`src/core/ppm_pkg.sv`:
```
// Constants shared by the port 3 to port 6 pin-function multiplexer.
// Assumes one 200 MHz clock domain; all pin inputs synchronous to it.
package ppm_pkg;
  localparam int PPM_CLK_MHZ = 200;
  localparam int PPM_PORT_W = 8;
  localparam int PPM_IRQ_W = 4;
  localparam int PPM_AN_W = 8;
  // Bit positions on port 3
  localparam int PPM_P3_WRH = 3;
  localparam int PPM_P3_HOLD_REQ = 4;
  localparam int PPM_P3_HOLD_ACK = 5;
  localparam int PPM_P3_RDY = 6;
  localparam int PPM_P3_CLK = 7;
  localparam int PPM_P3_PU_LO = 3;
  // Bit positions on port 4
  localparam int PPM_P4_SA_TX = 0;
  localparam int PPM_P4_SA_CK = 1;
  localparam int PPM_P4_SA_RX = 2;
  localparam int PPM_P4_SB_RX = 3;
  localparam int PPM_P4_SB_CK = 4;
  localparam int PPM_P4_SB_TX = 5;
  localparam int PPM_P4_ES_TX = 6;
  localparam int PPM_P4_ES_CK = 7;
  // Bit positions on port 5
  localparam int PPM_P5_ES_RX = 0;
  localparam int PPM_P5_IRQ_LO = 1;
  localparam int PPM_P5_TRIG = 5;
  localparam int PPM_P5_TMR = 6;
  // Reset values
  localparam logic [7:0] PPM_BYTE_RST = 8'h00;
  localparam logic [7:0] PPM_OE_N_RST = 8'hff;
  localparam logic [3:0] PPM_NIB_RST = 4'h0;
endpackage : ppm_pkg

```
`src/core/ppm_pin_mux.sv`:
```
// Pin-function multiplexer for ports 3 to 6: port bits versus bus and peripheral signals.
// Assumes port data/direction registers and peripheral enables live outside; one clock.
// Functional notes
// - Upper write strobe drives pin only with bus on, 16-bit width, strobe enabled.
// - Hold request input taken from pin only with bus and hold enabled.
// - Hold acknowledge driven only with bus and hold enabled.
// - Ready input sampled from pin only with bus and ready enabled.
// - Clock output on pin only with bus and clock output enabled.
// - Channel A transmit data owns its pin while its data output is enabled.
// - Channel A clock owns its pin while its clock output is enabled.
// - Channel A receive pin stays a port; software sets it as input.
// - Channel B receive pin stays a port; software sets it as input.
// - Channel B clock owns its pin while its clock output is enabled.
// - Channel B transmit data owns its pin while its data output is enabled.
// - Sync serial data output owns its pin while enabled.
// - Sync serial clock owns its pin while its clock output is enabled.
// - Sync serial data input pin stays a port; software sets it as input.
// - Four port pins feed interrupt channels four to seven, port kept usable.
// - Converter trigger taken from a port pin, port kept usable.
// - Each analog pin is port or analog input per its enable bit.
// - Reload timer event input taken from a port pin, port kept usable.
// - Port 3 bits 3 to 7 get programmable pull-up while used as port.
`timescale 1ns/1ps
module ppm_pin_mux (
  input wire logic clk_i,
  input wire logic rst_n_i,
  // Bus and peripheral function enables
  input wire logic ext_bus_en_i,
  input wire logic bus_16bit_i,
  input wire logic upper_strobe_en_i,
  input wire logic hold_en_i,
  input wire logic ready_en_i,
  input wire logic clk_out_en_i,
  input wire logic serial_a_tx_en_i,
  input wire logic serial_a_clk_en_i,
  input wire logic serial_b_tx_en_i,
  input wire logic serial_b_clk_en_i,
  input wire logic sync_tx_en_i,
  input wire logic sync_clk_en_i,
  input wire logic [ppm_pkg::PPM_AN_W-1:0] analog_en_i,
  // Port data, direction (1 = output) and pull-up registers
  input wire logic [ppm_pkg::PPM_PORT_W-1:0] port3_data_i,
  input wire logic [ppm_pkg::PPM_PORT_W-1:0] port3_dir_i,
  input wire logic [ppm_pkg::PPM_PORT_W-1:0] port3_pullup_i,
  input wire logic [ppm_pkg::PPM_PORT_W-1:0] port4_data_i,
  input wire logic [ppm_pkg::PPM_PORT_W-1:0] port4_dir_i,
  input wire logic [ppm_pkg::PPM_PORT_W-1:0] port5_data_i,
  input wire logic [ppm_pkg::PPM_PORT_W-1:0] port5_dir_i,
  input wire logic [ppm_pkg::PPM_PORT_W-1:0] port6_data_i,
  input wire logic [ppm_pkg::PPM_PORT_W-1:0] port6_dir_i,
  // Peripheral outputs
  input wire logic upper_byte_write_strobe_i,
  input wire logic hold_ack_out_i,
  input wire logic bus_clock_i,
  input wire logic serial_a_tx_out_i,
  input wire logic serial_a_clock_i,
  input wire logic serial_b_tx_out_i,
  input wire logic serial_b_clock_i,
  input wire logic ext_sync_serial_tx_out_i,
  input wire logic ext_sync_serial_clock_i,
  // Pin levels
  input wire logic [ppm_pkg::PPM_PORT_W-1:0] port3_pin_i,
  input wire logic [ppm_pkg::PPM_PORT_W-1:0] port4_pin_i,
  input wire logic [ppm_pkg::PPM_PORT_W-1:0] port5_pin_i,
  input wire logic [ppm_pkg::PPM_PORT_W-1:0] port6_pin_i,
  // Pin drive; enable low means driven
  output logic [ppm_pkg::PPM_PORT_W-1:0] port3_pin_o,
  output logic [ppm_pkg::PPM_PORT_W-1:0] port3_pin_oe_n_o,
  output logic [ppm_pkg::PPM_PORT_W-1:0] port3_pullup_o,
  output logic [ppm_pkg::PPM_PORT_W-1:0] port4_pin_o,
  output logic [ppm_pkg::PPM_PORT_W-1:0] port4_pin_oe_n_o,
  output logic [ppm_pkg::PPM_PORT_W-1:0] port5_pin_o,
  output logic [ppm_pkg::PPM_PORT_W-1:0] port5_pin_oe_n_o,
  output logic [ppm_pkg::PPM_PORT_W-1:0] port6_pin_o,
  output logic [ppm_pkg::PPM_PORT_W-1:0] port6_pin_oe_n_o,
  // Port read-back
  output logic [ppm_pkg::PPM_PORT_W-1:0] port3_read_o,
  output logic [ppm_pkg::PPM_PORT_W-1:0] port4_read_o,
  output logic [ppm_pkg::PPM_PORT_W-1:0] port5_read_o,
  output logic [ppm_pkg::PPM_PORT_W-1:0] port6_read_o,
  // Inputs delivered to peripherals
  output logic hold_request_in_o,
  output logic ready_in_o,
  output logic serial_a_clock_o,
  output logic serial_a_rx_in_o,
  output logic serial_b_clock_o,
  output logic serial_b_rx_in_o,
  output logic ext_sync_serial_clock_o,
  output logic ext_sync_serial_rx_in_o,
  output logic [ppm_pkg::PPM_IRQ_W-1:0] ext_irq_inputs_4_to_7_o,
  output logic converter_trigger_in_o,
  output logic reload_timer_a_event_in_o,
  output logic [ppm_pkg::PPM_AN_W-1:0] analog_inputs_o,
  output logic [ppm_pkg::PPM_AN_W-1:0] analog_select_o
);
  import ppm_pkg::*;

  logic rst_sync1_reg;
  logic rst_sync2_reg;
  logic rst_n;
  logic wrh_own;
  logic hold_own;
  logic rdy_own;
  logic clk_own;
  logic [7:0] p3_own;
  logic [7:0] p3_fval;
  logic [7:0] p3_fin;
  logic [7:0] p4_own;
  logic [7:0] p4_fval;
  logic [7:0] p4_fdrv;
  logic [7:0] p3_out_next;
  logic [7:0] p3_oe_n_next;
  logic [7:0] p4_out_next;
  logic [7:0] p4_oe_n_next;

  // Reset release through two flops
  // Assertion stays asynchronous; release lands cleanly on a clock edge
  always_ff @(posedge clk_i or negedge rst_n_i) begin
    if (!rst_n_i) begin
      rst_sync1_reg <= 1'b0;
      rst_sync2_reg <= 1'b0;
    end else begin
      rst_sync1_reg <= 1'b1;
      rst_sync2_reg <= rst_sync1_reg;
    end
  end
  assign rst_n = rst_sync2_reg;

  assign wrh_own = ext_bus_en_i & bus_16bit_i & upper_strobe_en_i;
  assign hold_own = ext_bus_en_i & hold_en_i;
  assign rdy_own = ext_bus_en_i & ready_en_i;
  assign clk_own = ext_bus_en_i & clk_out_en_i;

  // Port 3 ownership; hold request and ready are inputs, so pin undriven when owned
  always_comb begin
    p3_own = 8'h00;
    p3_fval = 8'h00;
    p3_fin = 8'h00;
    p3_own[PPM_P3_WRH] = wrh_own;
    p3_fval[PPM_P3_WRH] = upper_byte_write_strobe_i;
    p3_own[PPM_P3_HOLD_REQ] = hold_own;
    p3_fin[PPM_P3_HOLD_REQ] = hold_own;
    p3_own[PPM_P3_HOLD_ACK] = hold_own;
    p3_fval[PPM_P3_HOLD_ACK] = hold_ack_out_i;
    p3_own[PPM_P3_RDY] = rdy_own;
    p3_fin[PPM_P3_RDY] = rdy_own;
    p3_own[PPM_P3_CLK] = clk_own;
    p3_fval[PPM_P3_CLK] = bus_clock_i;
  end

  // Port 4 ownership; serial clocks are driven only when the clock output is on
  // Bits 2 and 3 are receive pins and are never owned
  always_comb begin
    p4_own = 8'h00;
    p4_fval = 8'h00;
    p4_fdrv = 8'h00;
    p4_own[PPM_P4_SA_TX] = serial_a_tx_en_i;
    p4_fval[PPM_P4_SA_TX] = serial_a_tx_out_i;
    p4_own[PPM_P4_SA_CK] = serial_a_clk_en_i;
    p4_fval[PPM_P4_SA_CK] = serial_a_clock_i;
    p4_own[PPM_P4_SB_CK] = serial_b_clk_en_i;
    p4_fval[PPM_P4_SB_CK] = serial_b_clock_i;
    p4_own[PPM_P4_SB_TX] = serial_b_tx_en_i;
    p4_fval[PPM_P4_SB_TX] = serial_b_tx_out_i;
    p4_own[PPM_P4_ES_TX] = sync_tx_en_i;
    p4_fval[PPM_P4_ES_TX] = ext_sync_serial_tx_out_i;
    p4_own[PPM_P4_ES_CK] = sync_clk_en_i;
    p4_fval[PPM_P4_ES_CK] = ext_sync_serial_clock_i;
    p4_fdrv = p4_own;
  end

  // Owned pins take value and enable from the function, not the port
  always_comb begin
    p3_out_next = (p3_own & p3_fval) | (~p3_own & port3_data_i);
    p3_oe_n_next = (p3_own & p3_fin) | (~p3_own & ~port3_dir_i);
    p3_oe_n_next = p3_oe_n_next & ~(p3_own & ~p3_fin);
    p4_out_next = (p4_own & p4_fval) | (~p4_own & port4_data_i);
    p4_oe_n_next = ~((p4_own & p4_fdrv) | (~p4_own & port4_dir_i));
  end

  // Port 3 pin drive
  always_ff @(posedge clk_i or negedge rst_n) begin
    if (!rst_n) begin
      port3_pin_o <= PPM_BYTE_RST;
      port3_pin_oe_n_o <= PPM_OE_N_RST;
    end else begin
      port3_pin_o <= p3_out_next;
      port3_pin_oe_n_o <= p3_oe_n_next;
    end
  end

  // Port 4 pin drive
  always_ff @(posedge clk_i or negedge rst_n) begin
    if (!rst_n) begin
      port4_pin_o <= PPM_BYTE_RST;
      port4_pin_oe_n_o <= PPM_OE_N_RST;
    end else begin
      port4_pin_o <= p4_out_next;
      port4_pin_oe_n_o <= p4_oe_n_next;
    end
  end

  // Port 5 pins are always ports; inputs share them
  always_ff @(posedge clk_i or negedge rst_n) begin
    if (!rst_n) begin
      port5_pin_o <= PPM_BYTE_RST;
      port5_pin_oe_n_o <= PPM_OE_N_RST;
    end else begin
      port5_pin_o <= port5_data_i;
      port5_pin_oe_n_o <= ~port5_dir_i;
    end
  end

  // Analog-selected pins never driven, so no digital drive fights the converter
  always_ff @(posedge clk_i or negedge rst_n) begin
    if (!rst_n) begin
      port6_pin_o <= PPM_BYTE_RST;
      port6_pin_oe_n_o <= PPM_OE_N_RST;
    end else begin
      port6_pin_o <= port6_data_i & ~analog_en_i;
      port6_pin_oe_n_o <= ~(port6_dir_i & ~analog_en_i);
    end
  end

  // Pull-up only on port 3 bits 3..7 while they act as port bits
  always_ff @(posedge clk_i or negedge rst_n) begin
    if (!rst_n) begin
      port3_pullup_o <= PPM_BYTE_RST;
    end else begin
      for (int i = 0; i < PPM_PORT_W; i++) begin
        port3_pullup_o[i] <= (i >= PPM_P3_PU_LO) && port3_pullup_i[i] && !p3_own[i];
      end
    end
  end

  // Port read-back; analog pins read zero
  always_ff @(posedge clk_i or negedge rst_n) begin
    if (!rst_n) begin
      port3_read_o <= PPM_BYTE_RST;
      port4_read_o <= PPM_BYTE_RST;
      port5_read_o <= PPM_BYTE_RST;
      port6_read_o <= PPM_BYTE_RST;
    end else begin
      port3_read_o <= port3_pin_i;
      port4_read_o <= port4_pin_i;
      port5_read_o <= port5_pin_i;
      port6_read_o <= port6_pin_i & ~analog_en_i;
    end
  end

  // External bus inputs; idle value when the function is off
  // Ready idles high so a port pin never stalls the bus
  // Hold request idles low so a port pin never asks for hold
  always_ff @(posedge clk_i or negedge rst_n) begin
    if (!rst_n) begin
      hold_request_in_o <= 1'b0;
      ready_in_o <= 1'b1;
    end else begin
      hold_request_in_o <= hold_own & port3_pin_i[PPM_P3_HOLD_REQ];
      ready_in_o <= rdy_own ? port3_pin_i[PPM_P3_RDY] : 1'b1;
    end
  end

  // Serial inputs; receive pins always tapped, direction set by software
  always_ff @(posedge clk_i or negedge rst_n) begin
    if (!rst_n) begin
      serial_a_clock_o <= 1'b0;
      serial_a_rx_in_o <= 1'b1;
      serial_b_clock_o <= 1'b0;
      serial_b_rx_in_o <= 1'b1;
      ext_sync_serial_clock_o <= 1'b0;
      ext_sync_serial_rx_in_o <= 1'b1;
    end else begin
      serial_a_clock_o <= port4_pin_i[PPM_P4_SA_CK];
      serial_a_rx_in_o <= port4_pin_i[PPM_P4_SA_RX];
      serial_b_clock_o <= port4_pin_i[PPM_P4_SB_CK];
      serial_b_rx_in_o <= port4_pin_i[PPM_P4_SB_RX];
      ext_sync_serial_clock_o <= port4_pin_i[PPM_P4_ES_CK];
      ext_sync_serial_rx_in_o <= port5_pin_i[PPM_P5_ES_RX];
    end
  end

  // Interrupt, trigger and timer taps; port function stays usable
  always_ff @(posedge clk_i or negedge rst_n) begin
    if (!rst_n) begin
      ext_irq_inputs_4_to_7_o <= PPM_NIB_RST;
      converter_trigger_in_o <= 1'b0;
      reload_timer_a_event_in_o <= 1'b0;
    end else begin
      ext_irq_inputs_4_to_7_o <= port5_pin_i[PPM_P5_IRQ_LO +: PPM_IRQ_W];
      converter_trigger_in_o <= port5_pin_i[PPM_P5_TRIG];
      reload_timer_a_event_in_o <= port5_pin_i[PPM_P5_TMR];
    end
  end

  // Analog taps and selection
  always_ff @(posedge clk_i or negedge rst_n) begin
    if (!rst_n) begin
      analog_inputs_o <= PPM_BYTE_RST;
      analog_select_o <= PPM_BYTE_RST;
    end else begin
      analog_inputs_o <= port6_pin_i & analog_en_i;
      analog_select_o <= analog_en_i;
    end
  end
endmodule : ppm_pin_mux

```
`config.mk`:
```
export PLATFORM = sky130hd
export DESIGN_NAME = ppm_pin_mux
export DESIGN_NICKNAME = d
export VERILOG_FILES = /design/src/core/ppm_pkg.sv /design/src/core/ppm_pin_mux.sv
export SDC_FILE = /design/constraint.sdc
export NUM_CORES = 1
export LEC_CHECK = 0
export BUFFER_PORTS_ARGS = -buffer_cell sky130_fd_sc_hd__buf_2
export CORE_ASPECT_RATIO = 1.5
export CORE_MARGIN = 5
export CORE_UTILIZATION = 40
export CTS_CLUSTER_SIZE = 40
export DETAILED_ROUTE_END_ITERATION = 12
export GPL_ROUTABILITY_DRIVEN = 0
export PLACE_DENSITY = 0.79
export SYNTH_ARGS = -nofsm -noshare
export SYNTH_HDL_FRONTEND = slang
export SYNTH_SLANG_ARGS = --single-unit
```
`constraint.sdc`:
```
create_clock -name clk_i -period 9.72 [get_ports clk_i]
set_input_delay 0.486 -clock clk_i [delete_from_list [all_inputs] [get_ports clk_i]]
set_output_delay 0.486 -clock clk_i [all_outputs]
set_load 0.01 [all_outputs]
```
# After elaboration in Yosys (flattened, before gate mapping)
# Index checks and enable logic that the tools add are counted.
# totals
elab_cells	71
output_inout_bits	134
in_bits	135
register_bits	133
# classes
n_reduce_logical	9
muxes	1
bitwise_logic	33
# ops
operator	count
$and 8x8->8	13
$not 8->8	8
$or 8x8->8	4
$and 8x7->8	1
$not 7->8	1
$and 1x1->1	6
$logic_and 1x1->1	5
$logic_not 1->1	4
$mux 1	1

# Logic depth before layout (Yosys ltp)
# Gate-level depths: netlist of the first run.
# depth
depth_word	6
depth_mapped	2
mapped_depth_nobuf	2

# Worst setup path after synthesis of the first run
# Ideal clock, no wire load.
# synth_path
path_kind	register -> output
startpoint	register port4_read_o[1] in the netlist's numbering
endpoint	output port4_read_o[1] in the netlist's numbering
slack_ns	8.695
required_ns	9.234
arrival_time_ns	0.539
n_path_buf	1
stages_incl_launch_ff	2
path_cell_list	dfrtp_1 buf_4
# synth_rtl
item	line	rtl
start, declared	ppm_pin_mux.sv:78	output logic [ppm_pkg::PPM_PORT_W-1:0] port4_read_o,
start signal, assigned	ppm_pin_mux.sv:245	port4_read_o <= port4_pin_i;
# No word-level cell between the ends.

==> results of run 1 <==
-- cell type report --
cell class              instances  share of cell area
flip-flops and latches        124               0.550
repair buffers                264               0.232
clock buffers                  22              0.0827
multi-input cells              69              0.0784
well taps                     112              0.0244
clock inverters                10              0.0242
inverters                      13             0.00851
-- report_power, final --
part / switching [mW] / total, mW / internal [mW]
combinational: 0.0505 / 0.0975 / 0.0470
sequential: 0.0102 / 0.561 / 0.550
clock: 0.210 / 0.634 / 0.423
-- cell usage in the layout (no fill, tap or decap) --
cell type,Yosys,final
buf_2,0,262
dfrtp_1,88,87
dfstp_2,36,36
clkbuf_16,0,17
nor2b_1,16,16
and2_1,14,14
inv_1,13,13
nand2b_1,8,8
mux2_2,8,8
nor2_1,6,6
nand2_1,4,4
conb_1,2,4
clkbuf_8,0,3
clkinv_2,0,3
bufinv_16,0,3
clkinv_4,0,3
a21oi_1,2,2
clkbuf_1,0,2
nand2_2,1,1
mux2_4,1,1
nand3_2,1,1
a31oi_1,1,1
and2_2,1,1
and3_2,1,1
or2_2,1,1
clkinvlp_4,0,1
dlygate4sd3_1,0,1
buf_4,12,1
dfrtp_4,0,1
-- kinds of logic (layout without fill, tap and decap cells) --
| kind of cell | after synthesis | count (layout) |
|---|---|---|
| AO/OA/AOI/OAI | 3 | 3 |
| buffers and inverters | 25 | 309 |
| flip-flops | 124 | 124 |
| multiplexers | 9 | 9 |
| other | 2 | 4 |
| AND/OR/NAND/NOR | 53 | 53 |
-- per-layer routing --
layer  global-route usage  up-vias  share of wire
met4               0.0694        6          0.018
met1                0.156     1252           0.29
met3                0.102       21           0.15
met5                    0        -         0.0044
met2                0.294      171           0.53
li1                     -     1196              -
-- worst max-delay path by stage --
stage / cells past startpoint / slack [ps] / endpoint
global route: 1 / 7730 / port6_read_o[2]$_DFF_PN0_
floorplan: 0 / 6070 / analog_inputs_o[0]$_DFF_PN0_
CTS: 1 / 7960 / port6_read_o[2]$_DFF_PN0_
global placement: 1 / 8040 / port4_pin_o[0]$_DFF_PN0_
finish: 1 / 8080 / port6_read_o[2]$_DFF_PN0_
detailed placement: 1 / 7970 / port4_pin_o[7]$_DFF_PN0_
-- timing repair --
| item | 4_1_cts | 5_1_grt |
|---|---|---|
| hold buffers | 1 | 0 |
| gates resized for setup | 0 | 0 |
| hold endpoints to repair | 2 | 0 |
-- through the flow --
| step | hold slack [ps] | power (mW) | area (sq um) | worst slack, ps | util |
|---|---|---|---|---|---|
| after detailed placement | 276 | 0.669 | 5110 | 7970 | 0.555 |
| after CTS | 169 | 1.31 | 5730 | 7960 | 0.623 |
| after floorplan | 190 | 0.606 | 3740 | 6070 | - |
| final | 189 | 1.29 | 5730 | 8080 | 0.623 |
| after global placement | 273 | 0.664 | 5110 | 8040 | 0.555 |
| after global routing | 160 | 1.35 | 5730 | 7730 | 0.623 |
==> results.json, run 1 <==
{
  "status": "finished, final reports clean",
  "powerDensity_nw_per_um2": 225,
  "synth_top_family_by_area": "simple AND/OR/NAND/NOR gates",
  "clock_tree.root_cell": "clkbuf_16",
  "port_buffers": 262,
  "hp-start": "port5_data_i[7]",
  "coreArea_sq_um": 9200,
  "cp_cell_sequence": "buf_4",
  "hold_class": "primary input to flop",
  "ys_types": 19,
  "r2r-end": "port6_read_o[2]$_DFF_PN0_",
  "critPathLaunchType": "flop",
  "cts-htree-levels": 4,
  "r2r_setup_slack_ps": 8080,
  "slowest_delay_ps": 820,
  "tns_ps": 0,
  "relSlewSlack": 0.401,
  "fin_skew_ps": 7.09,
  "nNetsFinal": 624,
  "worst-endpoint-arrival_ps": 2040,
  "drv_cap": 0,
  "setup_viol": 0,
  "grt_max_degree": 76,
  "drt_iter0_markers": 86,
  "worst_slew_pin_slew_ps": 899,
  "syn_inst": 216,
  "fp.dieW_microns": 88.8,
  "synth_area_sq_um": 3730,
  "clk-insertion-delay-late_ps": 400,
  "synth.most_common_cell": "dfrtp_1",
  "synth_xor_area_frac": 0,
  "remaining_drc_errors": 0,
  "stdcell_count": 614,
  "path_class": "flop to async pin",
  "worstPathMaxFanout": 75,
  "rows": 43,
  "syn_area_per_cell_sq_um": 17.3,
  "drv_slew": 0,
  "via_count": 2646,
  "grt_antenna_before_repair": 3,
  "synth_mux_area_frac": 0.0282,
  "hold_depth": 1,
  "ys_ff_latch": 124,
  "cts_tree": "yes",
  "antenna_cells": 0,
  "cts_buffer_depth": 2,
  "clock-sinks": 124,
  "rsz0062_at_grt": "false",
  "fill_cells": 739,
  "track_usage": 0.169,
  "critPathRequiredTime_ps": 10120,
  "grt_overflow": 0,
  "dpl.hpwl_microns": 7510,
  "fp.dieH_microns": 128,
  "r2r_start": "rst_n$_DFF_PN0_",
  "register_area_sq_um": 3150,
  "firstDrtPassIters": 4,
  "routedWlPerCell_microns": 15.3,
  "ant_nets": 0,
  "period_minus_slack_ps": 1640,
  "async_flop_share": 1.00,
  "drive_gt1_frac": 0.685,
  "min_period_over_period": 0.169,
  "synth_fa_ha_area_frac": 0,
  "cp_num_buf_inv": 1,
  "grt_pass1_wl_microns": 14000,
  "area_growth_syn_to_layout_pct": 53.7,
  "synth.area.top_cells": "dfrtp_1, dfstp_2, nor2b_1, buf_4, mux2_2",
  "multi_input_area_sq_um": 449,
  "post_cts_buffers": 0,
  "ys.flop_type": "dfrtp_1",
  "cp-startpoint": "rst_n$_DFF_PN0_",
  "worstHoldEndpoint": "port5_pin_o[7]$_DFF_PN0_",
  "fmax_mhz": 610,
  "yosys.area_share.simple": 0.0839,
  "synth_edf_count": 0,
  "yosysTopAreaCell": "dfrtp_1",
  "numCtsBuffers": 17,
  "detail_route.vias_per_cell": 4.31,
  "dieArea_sq_um": 11400,
  "slowest_stage": "buf_4",
  "floorplan.initialDensity": 0.405,
  "rr_worst_depth": 1,
  "cp-end-kind": "async pin",
  "synth_warnings": 0,
  "boundaryPins": 269,
  "synth_top_cell_area_share": 0.591,
  "hold_violations": 0,
  "grt_pass1_vias": 2932,
  "p_leak_nw": 3.05,
  "synth-compound-area-share": 0.00436,
  "place_inst": 581,
  "cts.clk_slew.worst_paths_ps": 50,
  "crit_family": "buffers and inverters",
  "wl_microns": 9400,
  "peakVddDrop_mv": 0.162,
  "synth_commonest_cells": "dfrtp_1, dfstp_2, nor2b_1",
  "synth-seq-area-share": 0.844
}
Power figures use the tool's default switching activity.
==> run 2: changes to the inputs <==
--- a/config.mk
+++ b/config.mk
@@ -8,11 +8,11 @@
 export BUFFER_PORTS_ARGS = -buffer_cell sky130_fd_sc_hd__buf_2
 export CORE_ASPECT_RATIO = 1.5
 export CORE_MARGIN = 5
-export CORE_UTILIZATION = 40
+export CORE_UTILIZATION = 36
 export CTS_CLUSTER_SIZE = 40
 export DETAILED_ROUTE_END_ITERATION = 12
 export GPL_ROUTABILITY_DRIVEN = 0
-export PLACE_DENSITY = 0.79
+export PLACE_DENSITY = 0.75
 export SYNTH_ARGS = -nofsm -noshare
 export SYNTH_HDL_FRONTEND = slang
 export SYNTH_SLANG_ARGS = --single-unit
==> constraint.sdc (replaced) <==
create_clock -name clk_i -period 1.3 [get_ports clk_i]
set_input_delay 0.065 -clock clk_i [delete_from_list [all_inputs] [get_ports clk_i]]
set_output_delay 0.065 -clock clk_i [all_outputs]
set_load 0.01 [all_outputs]
==> run 2 against run 1 <==
The run now fails in clock tree synthesis. Area after synthesis did not move. Synthesized cell count unchanged.
==> results.json, run 2 <==
{
  "cts_resized": 0,
  "status": "stopped before the end",
  "cts-htree-levels": 4,
  "place_area_sq_um": 5150,
  "numCtsBuffers": 17,
  "ys_ff_latch": 124,
  "synth_warnings": 0,
  "dp_slack_ps": 499,
  "post_cts_buffers": 0,
  "clock-sinks": 124,
  "ys.flop_type": "dfrtp_1",
  "synth-seq-area-share": 0.844,
  "async_flop_share": 1.00,
  "fp.dieW_microns": 93.1,
  "dpl.hpwl_microns": 7670,
  "clock_tree.root_cell": "clkbuf_16",
  "syn_inst": 216,
  "yosysTopAreaCell": "dfrtp_1",
  "synth_area_sq_um": 3730,
  "synth.area.top_cells": "dfrtp_1, dfstp_2, nor2b_1, buf_4, mux2_2",
  "cts_buffer_depth": 2,
  "synth_xor_area_frac": 0,
  "synth_mux_area_frac": 0.0282,
  "error": "[ERROR RSZ-0060] Max buffer count reached.",
  "synth.most_common_cell": "dfrtp_1",
  "synth_top_cell_area_share": 0.591,
  "boundaryPins": 269,
  "syn_area_per_cell_sq_um": 17.3,
  "synth_edf_count": 0,
  "fp.dieH_microns": 135,
  "synth-compound-area-share": 0.00436,
  "synth_top_family_by_area": "simple AND/OR/NAND/NOR gates",
  "floorplan.initialDensity": 0.368,
  "rows": 45,
  "haltStage": "clock tree synthesis",
  "yosys.area_share.simple": 0.0839,
  "synth_fa_ha_area_frac": 0,
  "cts_hold_buf": 125,
  "port_buffers": 262,
  "synth_commonest_cells": "dfrtp_1, dfstp_2, nor2b_1",
  "ys_types": 19
}
-- run 2: kinds of logic after synthesis --
logic type	after synthesis
buffers and inverters	25
other	2
flip-flops	124
AO/OA/AOI/OAI	3
AND/OR/NAND/NOR	53
multiplexers	9
-- run 2: stage by stage --
| step | hold slack [ps] | instances |
|---|---|---|
| detailed placement | -144 | 587 |
| global placement | -149 | 587 |
| floorplan | -231 | 218 |
==> run 3: changes to the inputs <==
--- a/config.mk
+++ b/config.mk
@@ -6,13 +6,11 @@
 export NUM_CORES = 1
 export LEC_CHECK = 0
 export BUFFER_PORTS_ARGS = -buffer_cell sky130_fd_sc_hd__buf_2
-export CORE_ASPECT_RATIO = 1.5
 export CORE_MARGIN = 5
-export CORE_UTILIZATION = 36
-export CTS_CLUSTER_SIZE = 40
+export CORE_UTILIZATION = 25
 export DETAILED_ROUTE_END_ITERATION = 12
 export GPL_ROUTABILITY_DRIVEN = 0
-export PLACE_DENSITY = 0.75
+export PLACE_DENSITY_LB_ADDON = 0.15
 export SYNTH_ARGS = -nofsm -noshare
 export SYNTH_HDL_FRONTEND = slang
 export SYNTH_SLANG_ARGS = --single-unit
==> constraint.sdc (replaced) <==
create_clock -name clk_i -period 1.7 [get_ports clk_i]
set_input_delay 0.085 -clock clk_i [delete_from_list [all_inputs] [get_ports clk_i]]
set_output_delay 0.085 -clock clk_i [all_outputs]
set_load 0.01 [all_outputs]
==> run 3 against run 2 <==
Synthesized cell count did not move. The run again fails in clock tree synthesis. Area after synthesis did not move.
==> results.json, run 3 <==
{
  "cts_buffer_depth": 2,
  "fp.dieW_microns": 132,
  "dpl.hpwl_microns": 7840,
  "synth_area_sq_um": 3730,
  "yosysTopAreaCell": "dfrtp_1",
  "fp.dieH_microns": 132,
  "synth_edf_count": 0,
  "status": "stopped before the end",
  "clock-sinks": 124,
  "synth.most_common_cell": "dfrtp_1",
  "boundaryPins": 269,
  "cts_resized": 0,
  "synth.area.top_cells": "dfrtp_1, dfstp_2, nor2b_1, buf_4, mux2_2",
  "haltStage": "clock tree synthesis",
  "synth_top_cell_area_share": 0.591,
  "synth-seq-area-share": 0.844,
  "floorplan.initialDensity": 0.256,
  "async_flop_share": 1.00,
  "cts-htree-levels": 4,
  "syn_inst": 216,
  "ys.flop_type": "dfrtp_1",
  "rows": 44,
  "ys_types": 19,
  "ys_ff_latch": 124,
  "numCtsBuffers": 17,
  "port_buffers": 262,
  "synth_warnings": 0,
  "clock_tree.root_cell": "clkbuf_16",
  "post_cts_buffers": 0,
  "error": "[ERROR RSZ-0060] Max buffer count reached.",
  "syn_area_per_cell_sq_um": 17.3,
  "synth_commonest_cells": "dfrtp_1, dfstp_2, nor2b_1",
  "cts_hold_buf": 139
}
## run 3: cell families after synthesis
logic type,share of synthesized area
other cells,0.00201
compound gates,0.00436
simple gates,0.0839
flops,0.844
mux,0.0282
buf+inv,0.0373
## run 3: metrics by stage
step / hold WS (ps) / instances / utilization / worst slack [ps] / instance area, sq um
after global placement: -129 / 655 / 0.360 / 905 / 5250
after floorplan: -211 / 218 / - / 397 / 3740
after detailed placement: -125 / 655 / 0.360 / 893 / 5250
